<file path="src/logic/fiber_an_pkg.sv">
// package: register map, field layout, resets and carriers for fiber page registers
package fiber_an_pkg;

  // ----------------------------------------------------------------
  // register indices and addressing
  // ----------------------------------------------------------------
  localparam logic [11:0] IDX_AN_EXPANSION    = 12'hc06;
  localparam logic [11:0] IDX_LOCAL_NP        = 12'hc07;
  localparam logic [11:0] IDX_PARTNER_NP      = 12'hc08;
  localparam logic [11:0] IDX_FIBER_CTRL0     = 12'hc10;
  localparam logic [11:0] IDX_IRQ_MASK        = 12'hc18;
  localparam logic [11:0] IDX_IRQ_PENDING     = 12'hc19;
  localparam logic [11:0] IDX_IRQ_CLEAR       = 12'hc1a;
  localparam int          ADDR_W              = 14;
  localparam int          IDX_LSB             = 2;

  // ----------------------------------------------------------------
  // field positions
  // ----------------------------------------------------------------
  localparam int EXP_PARTNER_NP_BIT   = 3;
  localparam int EXP_LOCAL_NP_BIT     = 2;
  localparam int EXP_PAGE_RX_BIT      = 1;
  localparam int EXP_PARTNER_AN_BIT   = 0;
  localparam int NP_MORE_BIT          = 15;
  localparam int NP_FORMAT_BIT        = 13;
  localparam int NP_ACK2_BIT          = 12;
  localparam int NP_TOGGLE_BIT        = 11;
  localparam int SIGDET_IGNORE_BIT    = 9;
  localparam int IRQ_N                = 10;

  // ----------------------------------------------------------------
  // reset values and write masks
  // ----------------------------------------------------------------
  localparam logic [15:0] LOCAL_NP_RESET    = 16'h2001;
  localparam logic [15:0] LOCAL_NP_WMASK    = 16'hb7ff;
  localparam logic [15:0] IRQ_MASK_RESET    = 16'h03ff;
  localparam logic [15:0] IRQ_MASK_WMASK    = 16'h03ff;
  localparam logic [15:0] CTRL0_WMASK       = 16'h0200;
  localparam logic [15:0] ZERO16            = 16'h0000;
  localparam logic [9:0]  IRQ_ZERO          = 10'h000;

  // ----------------------------------------------------------------
  // carriers
  // ----------------------------------------------------------------
  typedef struct packed {
    logic        more_pages_flag;
    logic        rsvd;
    logic        page_format;
    logic        comply_ack;
    logic        toggle;
    logic [10:0] code_field;
  } np_word_t;

  typedef struct packed {
    logic      base_page_rx;
    logic      next_page_rx;
    np_word_t  rx_word;
    logic      enable_state;
    logic      sgmii_mode;
    logic      tx_done;
  } an_event_t;

  typedef enum logic [1:0] {
    BUS_IDLE,
    BUS_ANSWER
  } bus_state_t;

endpackage

</file>
<file path="src/logic/fiber_autoneg_page_regs.sv">
// top: fiber auto-negotiation page registers behind an avalon-mm slave
// Contract
// - partner next-page capable sets on base page with flag, clears in enable state
// - local next-page capable reads one in 1000base-x, zero in sgmii
// - partner negotiation capable sets on any base page, clears in enable state
// - page received latches on any page, cleared by reading expansion register
// - local word top bit is writable more-pages flag
// - local word bit 13 writable page format, resets to one
// - local word bit 12 writable comply acknowledge
// - local toggle read-only, flips after each transmitted page, resets zero
// - local eleven-bit code field writable, resets to one
// - each received partner next page captured into read-only word
// - captured partner toggle reads inverse of prior codeword toggle; the code stores the received toggle unchanged
// - writable bit selects signal-detect pin use or ignore
// - ten writable enable bits, all enabled after reset, far-end fault bit 9
// - enable bits 8..5 gate fifo full and empty interrupts, both modes
// - enable bits 4..0 gate link, fault, resolution, next page, base page
// - pending status bits set per event, cleared on status read
//
// The Avalon-MM slave port was decided locally.
`timescale 1ns/1ns
module fiber_autoneg_page_regs
  import fiber_an_pkg::*;
(
  input  wire logic                clk_sys,
  input  wire logic                reset,
  input  wire logic [ADDR_W-1:0]   avs_address,
  input  wire logic                avs_read,
  input  wire logic                avs_write,
  input  wire logic [31:0]         avs_writedata,
  input  wire logic [3:0]          avs_byteenable,
  output logic      [31:0]         avs_readdata,
  output logic                     avs_waitrequest,
  input  wire an_event_t           an_event,
  input  wire logic [IRQ_N-1:0]    irq_events,
  output logic                     sigdet_pin_ignore,
  output np_word_t                 local_np_word,
  output logic                     irq
);

  // ----------------------------------------------------------------
  // state
  // ----------------------------------------------------------------
  bus_state_t       bus_q;
  logic             partner_np_capable_q;
  logic             partner_negotiation_capable_q;
  logic             page_received_latch_q;
  logic             local_np_capable_q;
  logic [15:0]      local_np_q;
  logic [15:0]      partner_np_q;
  logic [15:0]      ctrl0_q;
  logic [15:0]      mask_q;
  logic [IRQ_N-1:0] pending_q;
  logic             irq_q;
  logic [31:0]      rdata_q;

  // ----------------------------------------------------------------
  // decode
  // ----------------------------------------------------------------
  wire logic [11:0] idx       = avs_address[ADDR_W-1:IDX_LSB];
  wire logic        access    = (bus_q == BUS_IDLE) && (avs_read || avs_write);
  wire logic        rd_go     = access && avs_read;
  wire logic        wr_go     = access && avs_write;
  wire logic [15:0] be_mask   = {{8{avs_byteenable[1]}}, {8{avs_byteenable[0]}}};
  wire logic [15:0] wdata     = avs_writedata[15:0];
  wire logic        wr_lnp    = wr_go && (idx == IDX_LOCAL_NP);
  wire logic        wr_ctrl   = wr_go && (idx == IDX_FIBER_CTRL0);
  wire logic        wr_mask   = wr_go && (idx == IDX_IRQ_MASK);
  wire logic        wr_clr    = wr_go && (idx == IDX_IRQ_CLEAR);
  wire logic        rd_exp    = rd_go && (idx == IDX_AN_EXPANSION);
  wire logic        rd_pend   = rd_go && (idx == IDX_IRQ_PENDING);

  // ----------------------------------------------------------------
  // register next values
  // ----------------------------------------------------------------
  wire logic [15:0] lnp_wm    = LOCAL_NP_WMASK & be_mask;
  wire logic [15:0] lnp_wr    = (local_np_q & ~lnp_wm) | (wdata & lnp_wm);
  // toggle is hardware-owned; a transmitted page flips it for the next one
  wire logic        tog_d     = an_event.tx_done ? ~local_np_q[NP_TOGGLE_BIT]
                                                 : local_np_q[NP_TOGGLE_BIT];
  wire logic [15:0] lnp_d     = {lnp_wr[15:NP_TOGGLE_BIT+1], tog_d, lnp_wr[NP_TOGGLE_BIT-1:0]};
  wire logic [15:0] ctrl_wm   = CTRL0_WMASK & be_mask;
  wire logic [15:0] ctrl_d    = (ctrl0_q & ~ctrl_wm) | (wdata & ctrl_wm);
  wire logic [15:0] mask_wm   = IRQ_MASK_WMASK & be_mask;
  wire logic [15:0] mask_d    = (mask_q & ~mask_wm) | (wdata & mask_wm);
  wire np_word_t    rx_w      = an_event.rx_word;
  // received toggle is stored as captured, reserved bit forced to zero
  wire logic [15:0] pnp_d     = {rx_w.more_pages_flag, 1'b0, rx_w.page_format,
                                 rx_w.comply_ack, rx_w.toggle, rx_w.code_field};
  wire logic        any_page  = an_event.base_page_rx || an_event.next_page_rx;
  wire logic [IRQ_N-1:0] clr_bits = wr_clr ? wdata[IRQ_N-1:0] : IRQ_ZERO;
  wire logic [IRQ_N-1:0] rd_bits  = rd_pend ? pending_q : IRQ_ZERO;
  // set wins over read-clear and write-clear in the same cycle
  wire logic [IRQ_N-1:0] pend_d   = (pending_q & ~clr_bits & ~rd_bits) | irq_events;
  // mask_d follows write data on every cycle, so it only counts while the mask is written
  wire logic [15:0] mask_nx   = wr_mask ? mask_d : mask_q;
  wire logic [IRQ_N-1:0] en_pend  = pend_d & mask_nx[IRQ_N-1:0];
  wire logic        irq_d     = |en_pend;

  wire logic [15:0] exp_word  = {12'h000, partner_np_capable_q, local_np_capable_q,
                                 page_received_latch_q, partner_negotiation_capable_q};
  wire logic        mapped    = (idx == IDX_AN_EXPANSION) || (idx == IDX_LOCAL_NP) ||
                                (idx == IDX_PARTNER_NP)   || (idx == IDX_FIBER_CTRL0) ||
                                (idx == IDX_IRQ_MASK)     || (idx == IDX_IRQ_PENDING);
  wire logic [15:0] rd_mux    = !mapped                  ? ZERO16 :
                                (idx == IDX_AN_EXPANSION) ? exp_word :
                                (idx == IDX_LOCAL_NP)     ? local_np_q :
                                (idx == IDX_PARTNER_NP)   ? partner_np_q :
                                (idx == IDX_FIBER_CTRL0)  ? ctrl0_q :
                                (idx == IDX_IRQ_MASK)     ? mask_q :
                                {6'h00, pending_q};

  // ----------------------------------------------------------------
  // bus handshake: one wait cycle, answer in the second
  // ----------------------------------------------------------------
  always_ff @(posedge clk_sys or posedge reset) begin
    if (reset) begin
      bus_q           <= BUS_IDLE;
      avs_waitrequest <= 1'b1;
      rdata_q         <= 32'h0000_0000;
    end else begin
      unique case (bus_q)
        BUS_IDLE: begin
          if (access) begin
            bus_q           <= BUS_ANSWER;
            avs_waitrequest <= 1'b0;
            rdata_q         <= {16'h0000, rd_mux};
          end else begin
            avs_waitrequest <= 1'b1;
          end
        end
        BUS_ANSWER: begin
          bus_q           <= BUS_IDLE;
          avs_waitrequest <= 1'b1;
        end
      endcase
    end
  end
  assign avs_readdata = rdata_q;

  // ----------------------------------------------------------------
  // expansion status
  // ----------------------------------------------------------------
  always_ff @(posedge clk_sys or posedge reset) begin
    if (reset) begin
      partner_np_capable_q          <= 1'b0;
      partner_negotiation_capable_q <= 1'b0;
      page_received_latch_q         <= 1'b0;
      local_np_capable_q            <= 1'b0;
    end else begin
      local_np_capable_q <= ~an_event.sgmii_mode;
      // enable state clears both capability bits; a base page in that cycle still sets them, the next-page bit only with the flag
      if (an_event.base_page_rx && rx_w.more_pages_flag) begin
        partner_np_capable_q <= 1'b1;
      end else if (an_event.enable_state) begin
        partner_np_capable_q <= 1'b0;
      end
      if (an_event.base_page_rx) begin
        partner_negotiation_capable_q <= 1'b1;
      end else if (an_event.enable_state) begin
        partner_negotiation_capable_q <= 1'b0;
      end
      if (any_page) begin
        page_received_latch_q <= 1'b1;
      end else if (rd_exp) begin
        page_received_latch_q <= 1'b0;
      end
    end
  end

  // ----------------------------------------------------------------
  // page words, control, mask, pending
  // ----------------------------------------------------------------
  always_ff @(posedge clk_sys or posedge reset) begin
    if (reset) begin
      local_np_q   <= LOCAL_NP_RESET;
      partner_np_q <= ZERO16;
      ctrl0_q      <= ZERO16;
      mask_q       <= IRQ_MASK_RESET;
      pending_q    <= IRQ_ZERO;
      irq_q        <= 1'b0;
    end else begin
      local_np_q <= wr_lnp ? lnp_d : {local_np_q[15:NP_TOGGLE_BIT+1], tog_d,
                                      local_np_q[NP_TOGGLE_BIT-1:0]};
      if (an_event.next_page_rx) begin
        partner_np_q <= pnp_d;
      end
      if (wr_ctrl) begin
        ctrl0_q <= ctrl_d;
      end
      if (wr_mask) begin
        mask_q <= mask_d;
      end
      pending_q <= pend_d;
      irq_q     <= irq_d;
    end
  end

  assign sigdet_pin_ignore = ctrl0_q[SIGDET_IGNORE_BIT];
  assign local_np_word     = local_np_q;
  assign irq               = irq_q;

endmodule // fiber_autoneg_page_regs

</file>
<file path="config.mk">
export PLATFORM = sky130hd
export DESIGN_NAME = fiber_autoneg_page_regs
export DESIGN_NICKNAME = d
export VERILOG_FILES = /design/src/logic/fiber_an_pkg.sv /design/src/logic/fiber_autoneg_page_regs.sv
export SDC_FILE = /design/constraint.sdc
export NUM_CORES = 1
export LEC_CHECK = 0
export ABC_AREA = 1
export BUFFER_PORTS_ARGS = -buffer_cell sky130_fd_sc_hd__clkbuf_2
export CORE_MARGIN = 2
export CORE_UTILIZATION = 55
export CTS_BUF_LIST = sky130_fd_sc_hd__clkbuf_4 sky130_fd_sc_hd__clkbuf_8
export DETAILED_ROUTE_END_ITERATION = 8
export PLACE_DENSITY = 0.86
export SLEW_MARGIN = 15
export SYNTH_ARGS = -nofsm -noshare
export SYNTH_HDL_FRONTEND = slang
export SYNTH_SLANG_ARGS = --single-unit
</file>
<file path="constraint.sdc">
create_clock -name clk_sys -period 3.1 [get_ports clk_sys]
set_clock_uncertainty 0.05 [all_clocks]
set_input_delay 0.155 -clock clk_sys [delete_from_list [all_inputs] [get_ports clk_sys]]
set_output_delay 0.155 -clock clk_sys [all_outputs]
set_load 0.1 [all_outputs]
</file>
; Word level (Yosys, flattened, before mapping)
; Index checks and enable logic that the tools add are counted.
[totals]
output_inout_bits = 51
inputBits = 85
wordCells = 86
reg_bits = 97
[classes]
reduce_logical = 23
eq_ne = 9
muxes = 19
bitwise = 20
[ops]
columns = cell, n
row1 = 16-bit 2-to-1 mux, 6
row2 = 12-bit == test (second input constant), 7
row3 = 16-bit AND, 4
row4 = 16-bit OR, 3
row5 = 16-bit by 10-bit AND with 16-bit output, 2
row6 = 10-bit NOT with 16-bit output, 2
row7 = 10-bit AND, 3
row8 = 10-bit 2-to-1 mux, 3
row9 = 10-bit NOT, 2
row10 = 16-bit NOT, 1
row11 = 1-bit logical AND, 10
row12 = 10-bit OR, 1
row13 = 10-bit OR reduction, 1
row14 = 1-bit logical OR, 7
row15 = 1-bit 2-to-1 mux, 7
row16 = 2-bit nonzero test, 3
row17 = 2-bit one-hot mux with 2 select lines, 1
row18 = 2-bit by 1-bit == test with 1-bit output (second input constant), 1
row19 = 2-bit logical NOT, 1
row20 = 2-bit 2-to-1 mux, 1
row21 = 2-bit inequality test (second input constant), 1
row22 = 1-bit NOT, 2
row23 = 1-bit one-hot mux with 2 select lines, 1
row24 = 2-bit AND reduction, 1

; Depth between registers and ports, before layout
; Gate-level depths: netlist of the first run.
[logic_depth]
ltp_word = 11
depth_mapped = 13
depth_no_buf = 13

; Worst setup path before layout of the first run
; No wires, ideal clock.
[synth_timing]
path_kind = reg-to-reg
start = register with a tool-made name
end = register rdata_q[9], in the netlist avs_readdata[9]
path_buffers = 0
slack_ns = 1.609
arrival_ns = 1.373
stages_incl_launch_ff = 5
setup_time_ns = 0.068
synth_period_minus_slack_ns = 1.491
required_time_ns = 2.982
cell_sequence = dfrtp_1 -> o22ai_1 -> o21ai_0 -> nand2_1 -> nand2_1
[synth_lines]
columns = element, line_no
row1 = end signal: assignment, fiber_autoneg_page_regs.sv:127  ; rdata_q <= {16'h0000, rd_mux};
row2 = end: declaration, fiber_autoneg_page_regs.sv:55  ; logic [31:0] rdata_q;

; Worst setup path in the final report of the first run
[layout_timing]
start = register bus_q[0]
end = register irq_q, in the netlist irq
[layout_via]
elab_chain_cells = 11
word_cells_on_any_way = 17
cone_classes = mux: 3 / bitwise: 6 / reduce/logical: 8
[layout_lines]
columns = element, line_no
row1 = start: declaration, fiber_autoneg_page_regs.sv:44  ; bus_state_t bus_q;
row2 = start signal: assignment, fiber_autoneg_page_regs.sv:118  ; bus_q <= BUS_IDLE;
row3 = start signal: assignment, fiber_autoneg_page_regs.sv:125  ; bus_q <= BUS_ANSWER;
row4 = start signal: assignment, fiber_autoneg_page_regs.sv:133  ; bus_q <= BUS_IDLE;
row5 = 2-bit logical NOT (*), fiber_autoneg_page_regs.sv:61  ; wire logic access = (bus_q == BUS_IDLE) && (avs_read || avs_write);
row6 = 1-bit logical AND (*), fiber_autoneg_page_regs.sv:61
row7 = 1-bit logical AND, fiber_autoneg_page_regs.sv:63  ; wire logic wr_go = access && avs_write;
row8 = 1-bit logical AND, fiber_autoneg_page_regs.sv:69  ; wire logic wr_clr = wr_go && (idx == IDX_IRQ_CLEAR);
row9 = 10-bit 2-to-1 mux, fiber_autoneg_page_regs.sv:91  ; wire logic [IRQ_N-1:0] clr_bits = wr_clr ? wdata[IRQ_N-1:0] : IRQ_ZERO;
row10 = 10-bit NOT, fiber_autoneg_page_regs.sv:94  ; wire logic [IRQ_N-1:0] pend_d = (pending_q & ~clr_bits & ~rd_bits) | irq_events;
row11 = 10-bit AND, fiber_autoneg_page_regs.sv:94
row12 = 10-bit AND (*), fiber_autoneg_page_regs.sv:94
row13 = 10-bit OR (*), fiber_autoneg_page_regs.sv:94
row14 = net pend_d[4], fiber_autoneg_page_regs.sv:94
row15 = 10-bit AND (*), fiber_autoneg_page_regs.sv:97  ; wire logic [IRQ_N-1:0] en_pend = pend_d & mask_nx[IRQ_N-1:0];
row16 = 10-bit OR reduction (*), fiber_autoneg_page_regs.sv:98  ; wire logic irq_d = |en_pend;
row17 = net irq_d, fiber_autoneg_page_regs.sv:98
row18 = end signal: assignment, fiber_autoneg_page_regs.sv:195  ; irq_q <= irq_d;
row19 = end: declaration, fiber_autoneg_page_regs.sv:54  ; logic irq_q;
; Mark *: on every way through the listed nets, which the timed path passes. The rest lies on a longest branch.
; A chain may end at the register's enable or synchronous reset.

==> run_results.csv, run 1 <==
group,metric,value,unit
status,status,"finished clean",
grt,global_route.overflow_total,0,
timing,drv_slew,0,
synth,synth_fa_ha_area_share,0,%
power,leakage,0.00283,uW
worst_setup_path,cp-end-kind,"flop",
route,drtIter0Drc,233,
worst_setup_path,path_class,"flop to flop",
synth,syn_area,3810,sq um
synth,synthSimpleGateAreaFrac,30.7,%
timing,min_period,2.16,ns
die,die_y,87.2,um
route,drc,0,
timing,final.setup.tns,0,ns
layout,mostFrequentLayoutCells,"nand2_1 (155), clkbuf_2 (94), dfrtp_1 (60)",
synth,synth_compound_area_share,6.54,%
placement,gp_congestion,0.921,
timing,tightest_slew,0.775,ns
route,drt-total-wl,9770,um
worst_setup_path,reg2reg_from,"bus_q[0]$_DFFE_PP0P_",
worst_hold_path,min_path_type,"input pin to flop",
die,die_x,87.2,um
worst_setup_path,start_kind,"flop",
timing,period_share,69.8,%
route,vias,3566,
timing,hold_slack,0.00904,ns
synth,yosys_warnings,0,
worst_setup_path,r2r_setup_slack,0.94,ns
synth,synth_top_area_share,39.4,%
synth,synth_top_family_by_area,"simple AND/OR/NAND/NOR gates",
synth,synthTopCellsByArea,"dfrtp_1 (39%), nand2_1 (15%), dfstp_2 (9.0%)",
power,vdd_ir_drop_max,0.000296,V
cts,cts_sinks,73,
placement,dpl_worst_slack,1.00,ns
grt,gr-usage-met2,45.7,%
timing,slew_headroom,48.3,%
timing,rsz0062_at_grt,"no",
worst_setup_path,r2r_cells,10,
cts,post-cts-setup-buffers,0,
die,dieArea,7610,sq um
die,io_pins,136,
worst_setup_path,cp.required,3.30,ns
power,powerDensity,451,nW/um^2
grt,first_global_vias,3590,
worst_setup_path,cp_max_fo,20,
grt,grt_pass1_wl,16100,um
route,ant_nets,0,
synth,synth.ff_latch_count,73,
worst_hold_path,hold_depth,3,
grt,grtUsageMet1,34.7,%
timing,clock.fmax,0.462,GHz
route,dr.pass1.iters,5,
cts,htree_levels,3,
worst_setup_path,worstReg2RegEnd,"irq$_DFF_PP0_",
worst_hold_path,worstHoldStart,"avs_writedata[9]",
die,fp-row-count,30,
cts,cts_max_path_buffers,2,
grt,antenna_found_initial,0,
synth,synth_cells,478,
route,vias_per_cell,5.12,
die,initial_core_util,56.4,%
timing,finalSetupViolations,0,
layout,mostFrequentLayoutCell,"nand2_1",
cts,worstSkewPairLatency,0.35,ns
placement,port_buffers,94,
grt,use_met3,4.45,%
synth,synth_cell_types,33,
power,total_power,2200,uW
grt,track_usage,27.4,%
grt,busiest_layer,"met2",
timing,setup_ws,0.936,ns
grt,grt_start_max_net_pins,40,
route,wl_per_cell,14.0,um
synth,ys_seq_area_share,48.4,%
cts,clkTransAtPathRegs,0.08,ns
layout,drive_gt1_share,27.6,%
layout,diodes,0,
synth,yosysTopAreaCell,"dfrtp_1",
placement,dp_hpwl,6830,um
timing,hold_viol,0,
synth,synth_xor_xnor_area_share,0.230,%
layout,nets,697,
synth,synth.avg_cell_area,7.97,sq um
worst_setup_path,arrival,2.36,ns
die,core,6760,sq um
cts,cts_tree,"built",
synth,synth_mux_area_share,2.66,%
flow_run,maxCapViolCount,0,
layout,syn_to_final_growth,28.3,%
cts,cts_buffers,9,
cts,root_buffer,"clkbuf_8",
## cell usage after synthesis
master and n:
a21oi_1 6, buf_2 3, buf_4 19, buf_6 1
clkbuf_1 4, clkinv_1 2, clkinv_2 1, conb_1 1
dfrtp_1 60, dfstp_2 13, inv_1 56, inv_2 5
inv_4 1, mux2_2 9, nand2_1 155, nand2_2 10
nand2_4 3, nand2_8 1, nand3_1 40, nand3_2 2
nand3_4 1, nor2_1 28, nor2_2 4, nor2_4 2
nor2_8 2, nor3_1 2, nor3_2 2, o21ai_0 17
o21ai_1 19, o22ai_1 5, o31ai_1 1, or2_2 2
xor2_1 1
## stage by stage
stage / instance area [sq um] / instances / util, %
2_1_floorplan: 3870 / 495 / -
3_3_place_gp: 4280 / 643 / 63.3
3_5_place_dp: 4280 / 643 / 63.3
4_1_cts: 4880 / 697 / 72.3
5_1_grt: 4880 / 697 / 72.3
6_report: 4880 / 697 / 72.3
## per-layer routing
metal	wire length, um	part of all wire [%]
met5	0	0
met2	4840	50
met1	4020	41
met3	602	6.2
met4	299	3.1
## worst max-delay path by stage
| stage | endpoint | start | slack [ns] | depth (start not counted) |
|---|---|---|---|---|
| 5_1_grt | irq$_DFF_PP0_ | bus_q[0]$_DFFE_PP0P_ | 0.67 | 10 |
| 6_report | irq$_DFF_PP0_ | bus_q[0]$_DFFE_PP0P_ | 0.94 | 10 |
| 3_3_place_gp | irq$_DFF_PP0_ | bus_q[0]$_DFFE_PP0P_ | 1.09 | 10 |
| 4_1_cts | irq$_DFF_PP0_ | bus_q[0]$_DFFE_PP0P_ | 0.98 | 10 |
| 2_1_floorplan | async pin | reset | 1.06 | 1 |
| 3_5_place_dp | irq$_DFF_PP0_ | bus_q[0]$_DFFE_PP0P_ | 1.00 | 10 |
## worst max-delay path: stages (launching register included)
cell     delay, ns
dfrtp_1       0.37
inv_1         0.08
nand2_1       0.39
nor2_1        0.27
nand3_2       0.27
nand3_1       0.19
nand2_1       0.08
nand2_1       0.09
nand3_1       0.09
nor2_1        0.11
nand2_1       0.07
## layout make-up
type / instances / area [sq um]
fill: 521 / 1870
clock buffer: 11 / 145
inverter: 65 / 248
multi-input combinational: 330 / 1600
tap: 80 / 100
sequential: 73 / 1840
clock inverter: 5 / 80.1
timing repair buffer: 133 / 871
## power breakdown
group	total, uW	switching, uW	leakage, uW	internal (uW)
clock	848	365	0.000109	483
combinational	354	266	0.00187	87.7
sequential	1000	16.9	0.000857	984
total	2200	649	0.00283	1550
## logic make-up (layout without fill, tap and decap cells)
kind of cell / count (synthesis) / count (layout)
compound gates: 48 / 48
other cells: 1 / 18
simple gates: 254 / 254
mux: 9 / 9
xor+xnor: 1 / 1
flops: 73 / 73
buf+inv: 92 / 214
## timing repair
action                                 in CTS  in global routing
endpoints found under the hold margin      60                  0
gates resized for setup                     0                  0
hold buffers                               38                  0
No activity file was read; power rests on OpenSTA's default activity.
==> run 2: changes to the inputs <==
--- a/config.mk
+++ b/config.mk
@@ -8,10 +8,10 @@
 export ABC_AREA = 1
 export BUFFER_PORTS_ARGS = -buffer_cell sky130_fd_sc_hd__clkbuf_2
 export CORE_MARGIN = 2
-export CORE_UTILIZATION = 55
+export CORE_UTILIZATION = 47
 export CTS_BUF_LIST = sky130_fd_sc_hd__clkbuf_4 sky130_fd_sc_hd__clkbuf_8
 export DETAILED_ROUTE_END_ITERATION = 8
-export PLACE_DENSITY = 0.86
+export PLACE_DENSITY = 0.78
 export SLEW_MARGIN = 15
 export SYNTH_ARGS = -nofsm -noshare
 export SYNTH_HDL_FRONTEND = slang
==> constraint.sdc (replaced) <==
create_clock -name clk_sys -period 1.9 [get_ports clk_sys]
set_clock_uncertainty 0.05 [all_clocks]
set_input_delay 0.095 -clock clk_sys [delete_from_list [all_inputs] [get_ports clk_sys]]
set_output_delay 0.095 -clock clk_sys [all_outputs]
set_load 0.1 [all_outputs]
==> run 2 against run 1 <==
  * First-iteration DRC count down 12%
  * Sequential power up 63%
  * Sequential share of layout area down 0.90 points
  * Clock power up 53%
  * Core utilization down 8.2 points
  * Power up 60%
  * Count of clock-buffer cells in the layout up 3
  * Cell count up 4.7%
  * Flip-flop and latch count unchanged
  * Design area up 2.4%
  * Combinational power up 66%
  * Worst hold slack better by 0.0062 ns
  * Critical path type unchanged
  * Largest power group unchanged
==> run_results.csv, run 2 (synthesis results as in run 1) <==
group,metric,value,unit
grt,grt_start_max_net_pins,74,
timing,final.setup.tns,0,ns
route,ant_nets,0,
cts,root_buffer,"clkbuf_8",
worst_setup_path,start_kind,"flop",
die,die_x,94.0,um
route,wl_per_cell,13.2,um
grt,grt_pass1_wl,15800,um
layout,final_area,5000,sq um
route,dr.pass1.iters,5,
placement,dp_hpwl,6870,um
grt,grtUsageMet1,29.7,%
layout,drive_gt1_share,27.9,%
timing,finalSetupViolations,0,
cts,cts_buffers,9,
grt,use_met3,4.57,%
layout,syn_to_final_growth,31.4,%
route,drtIter0Drc,204,
timing,drv_slew,0,
layout,nFillCells,680,
cts,worstSkewPairLatency,0.34,ns
placement,post_dp_cell_area,4350,sq um
worst_setup_path,path_class,"flop to flop",
layout,mostFrequentLayoutCells,"nand2_1 (155), clkbuf_2 (94), dfrtp_1 (60)",
layout,mostFrequentLayoutCell,"nand2_1",
die,initial_core_util,48.8,%
route,drt-total-wl,9660,um
die,io_pins,136,
cts,cts_max_path_buffers,2,
timing,period_share,89.5,%
layout,seqCellArea,1840,sq um
route,vias_per_cell,4.84,
worst_setup_path,cp_max_fo,6,
grt,antenna_found_initial,0,
grt,busiest_layer,"met2",
die,dieArea,8840,sq um
grt,track_usage,23.3,%
layout,multi_input_area,1600,sq um
worst_hold_path,min_path_type,"input pin to flop",
die,fp-row-count,32,
cts,cts_sinks,73,
worst_setup_path,cp-end-kind,"flop",
timing,rsz0062_at_grt,"no",
die,die_y,94.0,um
die,core,7810,sq um
grt,global_route.overflow_total,0,
timing,hold_viol,0,
placement,port_buffers,94,
route,vias,3536,
placement,gp_congestion,0.943,
power,powerDensity,704,nW/um^2
grt,first_global_vias,3464,
timing,clock.fmax,0.588,GHz
power,vdd_ir_drop_max,0.000398,V
flow_run,maxCapViolCount,0,
timing,slew_headroom,63.0,%
route,drc,0,
layout,nets,708,
worst_setup_path,cp.required,2.09,ns
layout,diodes,0,
timing,tightest_slew,0.557,ns
timing,min_period,1.70,ns
worst_setup_path,arrival,1.89,ns
grt,gr-usage-met2,38.5,%
power,leakage,0.00288,uW
cts,clkTransAtPathRegs,0.07,ns
cts,htree_levels,3,
cts,cts_tree,"built",
status,status,"finished clean",
==> run 2: changes by cell type in the layout (fill, tap and decap cells not counted) <==
cell and delta:
clkinvlp_4 -1, bufinv_16 -1, clkbuf_8 +2, inv_2 -1
buf_4 +5, dlygate4sd3_1 +6, clkbuf_4 +1
==> run 2: power by group <==
| group | total (uW) | leakage (uW) | internal, uW | switching, uW |
|---|---|---|---|---|
| combinational | 589 | 0.00191 | 155 | 433 |
| sequential | 1630 | 0.000857 | 1610 | 28.3 |
| clock | 1300 | 0.000114 | 743 | 556 |
==> run 2: layer usage <==
| metal | routed length [um] | share of wire (%) |
|---|---|---|
| met4 | 276 | 2.9 |
| met5 | 0 | 0 |
| met2 | 4640 | 48 |
| met3 | 589 | 6.1 |
| met1 | 4150 | 43 |
==> run 2: layout make-up <==
type,instances,area share (%)
Clock buffer,14,3.60
Clock inverter,2,0.700
Inverter,65,5.03
Multi-Input combinational cell,330,31.9
Sequential cell,73,36.8
Tap cell,102,2.55
Timing Repair Buffer,144,19.4
==> run 2: what timing repair did <==
item | CTS | global route
hold buffers | 44 | 0
endpoints found under the hold margin | 113 | 0
resized for setup | 0 | 0
setup endpoints to repair | 0 | 0
buffers inserted | 0 | 0
==> run 2: path summary, 6_finish.rpt <==
path / start / to / slack, ns / cells past startpoint
setup / recovery: bus_q[0]$_DFFE_PP0P_ / irq$_DFF_PP0_ / 0.20 / 12
hold / removal: avs_writedata[8] / flop / 0.02 / 2
setup reg to reg: bus_q[0]$_DFFE_PP0P_ / irq$_DFF_PP0_ / 0.20 / 12
hold reg to reg: partner_np_q[2]$_DFFE_PP0P_ / partner_np_q[2]$_DFFE_PP0P_ / 0.43 / 2
max in group asynchronous: reset / mask_q[5]$_DFF_PP1_ / 1.11 / 4
min in group asynchronous: reset / partner_np_q[0]$_DFFE_PP0P_ / 0.33 / 4
==> run 2: critical path, stage by stage, from the launching register on <==
cell	delay, ns
dfrtp_1	0.36
inv_1	0.07
nand3_1	0.15
inv_2	0.12
nand2_2	0.10
inv_1	0.16
nand2_4	0.10
nand2_1	0.07
nand2_1	0.06
nand2_1	0.08
nand3_1	0.09
nor2_1	0.12
nand2_1	0.06
==> run 2: per-stage QoR <==
stage               std cells  utilization [%]  hold WS, ns  worst slack [ns]  power, uW
floorplan                 495                -        0.104             0.409       2070
global placement          670             55.7        0.162             0.288       2170
detailed placement        670             55.7        0.171             0.233       2180
CTS                       730             64.1       0.0101             0.220       3540
global route              730             64.1      0.00669            0.0387       3650
finish                    730             64.1       0.0152             0.199       3520
==> run 3: changes to the inputs <==
--- a/config.mk
+++ b/config.mk
@@ -7,10 +7,12 @@
 export LEC_CHECK = 0
 export ABC_AREA = 1
 export BUFFER_PORTS_ARGS = -buffer_cell sky130_fd_sc_hd__clkbuf_2
+export CORE_ASPECT_RATIO = 0.5
 export CORE_MARGIN = 2
 export CORE_UTILIZATION = 47
 export CTS_BUF_LIST = sky130_fd_sc_hd__clkbuf_4 sky130_fd_sc_hd__clkbuf_8
 export DETAILED_ROUTE_END_ITERATION = 8
+export HOLD_SLACK_MARGIN = 0.08
 export PLACE_DENSITY = 0.78
 export SLEW_MARGIN = 15
 export SYNTH_ARGS = -nofsm -noshare
==> run 3 against run 2 <==
  * Via count grew 3.1%
  * Flip-flop and latch count is the same
  * Combinational power grew 4.2%
  * Worst hold slack gained 0.088 ns
  * Routed wire length grew 7.3%
  * Critical path type unchanged
  * Sequential share of layout area shrank 1.6 points
  * Non-clock buffer count grew 13
  * Count of clock-buffer cells in the layout shrank 2
  * Critical endpoint is now pending_q[1]$_DFF_PP0_
  * Clock power grew 8%
  * Core utilization grew 1.7 points
  * First-iteration DRC count grew 47%
  * Largest power group unchanged
  * Power grew 3.5%
==> run_results.csv, run 3 (synthesis results as in run 1) <==
group,metric,value,unit
worst_setup_path,cpLargestDelayFamily,"buffers and inverters",
worst_setup_path,crit_path_cell_trace,"inv_2 -> nand3_2 -> nor2_2 -> buf_6 -> nand3_1 -> nand3_1 -> nand2_1 -> dlygate4sd3_1",
power,vdd_ir_drop_max,0.000532,V
cts,cts_max_path_buffers,2,
timing,min_period,1.85,ns
grt,global_route.overflow_total,0,
layout,final_area,5230,sq um
route,drt-total-wl,10400,um
worst_setup_path,cp.depth,8,
route,ant_nets,0,
timing,drv_slew,0,
worst_setup_path,r2r_setup_slack,0.05,ns
worst_hold_path,worstHoldStart,"avs_byteenable[0]",
die,io_pins,136,
worst_setup_path,slowest_stage,"dlygate4sd3_1",
worst_setup_path,arrival,2.06,ns
die,initial_core_util,48.0,%
worst_setup_path,cp_max_fo,10,
grt,first_global_vias,3487,
route,vias,3645,
worst_hold_path,hold_depth,5,
route,dr.pass1.iters,6,
route,drc,0,
timing,hold_slack,0.103,ns
status,status,"finished clean",
route,vias_per_cell,4.83,
cts,cts_sinks,73,
layout,mostFrequentLayoutCell,"nand2_1",
worst_setup_path,r2r_cells,8,
worst_setup_path,path_common_cell,"nand3_1",
cts,root_buffer,"clkbuf_8",
cts,cts_tree,"built",
worst_setup_path,cp.required,2.11,ns
grt,grt_pass1_wl,16200,um
worst_setup_path,timing.critical_path.buf_inv,3,
cts,worstSkewPairLatency,0.37,ns
worst_setup_path,start_kind,"flop",
timing,period_share,97.5,%
timing,finalSetupViolations,0,
power,leakage,0.00295,uW
worst_hold_path,min_path_type,"input pin to flop",
layout,syn_to_final_growth,37.2,%
route,wl_per_cell,13.7,um
layout,diodes,0,
grt,antenna_found_initial,0,
placement,dp_hpwl,6720,um
die,dieArea,8880,sq um
worst_hold_path,hold_end,"mask_q[7]$_DFF_PP1_",
die,die_x,131,um
layout,nFillCells,648,
route,drtIter0Drc,299,
placement,post_dp_cell_area,4370,sq um
die,core,7940,sq um
grt,grt_start_max_net_pins,74,
layout,finalCoreUtilization,65.8,%
layout,mostFrequentLayoutCells,"nand2_1 (154), clkbuf_2 (94), dfrtp_1 (60)",
power,powerDensity,698,nW/um^2
placement,port_buffers,94,
worst_setup_path,max_stage_delay,0.56,ns
cts,htree_levels,3,
cts,cts_buffers,9,
cts,clkTransAtPathRegs,0.09,ns
worst_setup_path,path_class,"flop to flop",
layout,drive_gt1_share,29.0,%
timing,hold_viol,0,
timing,tightest_slew,0.564,ns
placement,gp_congestion,0.861,
power,total_power,3650,uW
worst_setup_path,worstReg2RegEnd,"pending_q[1]$_DFF_PP0_",
grt,track_usage,23.6,%
die,die_y,67.7,um
worst_setup_path,reg2reg_from,"bus_q[0]$_DFFE_PP0P_",
timing,slew_headroom,62.6,%
worst_setup_path,cp-end-kind,"flop",
layout,nets,722,
flow_run,maxCapViolCount,0,
timing,clock.fmax,0.540,GHz
die,fp-row-count,23,
run 3: changes by cell type in the layout (fill, tap and decap cells not counted), sizes merged:
cell / previous run / this run
clkinvlp: 1 / 2
clkbuf: 108 / 106
dlygate4sd3: 44 / 56
nand3: 43 / 44
bufinv: 1 / 2
buf: 6 / 7
run 3: through the flow:
step           worst slack, ns  TNS (ns)  instances
4_1_cts                 0.0479         0        753
5_1_grt                -0.0317   -0.0488        754
6_report                0.0470         0        754
2_1_floorplan            0.409         0        495
3_3_place_gp             0.232         0        681
3_5_place_dp             0.179         0        681
run 3: routing by layer:
metal / global-route usage [%] / vias up / wire (um)
met3: 6.61 / 24 / 784
met5: 0 / - / 0
li1: - / 1784 / -
met2: 43.6 / 144 / 5070
met1: 27.2 / 1693 / 4310
met4: 8.70 / 0 / 199
run 3: layout make-up:
class	instances	area, sq um	share of cell area [%]
inverter	65	251	4.81
multi-input combinational	331	1660	31.8
timing repair buffer	157	1100	21.0
clock inverter	4	76.3	1.46
tap	112	140	2.68
sequential	73	1840	35.3
clock buffer	12	153	2.92
run 3: how the worst max path moves through the flow:
stage                         startpoint                          end  slack (ns)
global route        bus_q[0]$_DFFE_PP0P_       pending_q[1]$_DFF_PP0_       -0.03
CTS                 bus_q[0]$_DFFE_PP0P_       pending_q[2]$_DFF_PP0_        0.05
floorplan                           flop  avs_readdata[9]$_DFFE_PP0P_        0.41
detailed placement  bus_q[0]$_DFFE_PP0P_                irq$_DFF_PP0_        0.18
finish              bus_q[0]$_DFFE_PP0P_       pending_q[1]$_DFF_PP0_        0.05
global placement    bus_q[0]$_DFFE_PP0P_                irq$_DFF_PP0_        0.23
run 3: tightest hold or removal path, stage by stage:
cell and delay (ns):
clkbuf_2 0.10, nand2_2 0.13, nor2_8 0.08, nand2_1 0.06, nand2_1 0.06
run 3: where the power goes:
group	leakage (uW)	switching [uW]	total [uW]	internal [uW]
logic	0.00198	453	614	161
registers	0.000857	29.8	1640	1610
clock network	0.000114	589	1400	807
run 3: timing repair:
item / CTS / global route
gates resized for setup: 0 / 13
hold endpoints to repair: 118 / 0
setup buffers: 0 / 0
endpoints found under the setup margin: 0 / 11
hold buffers: 56 / 0
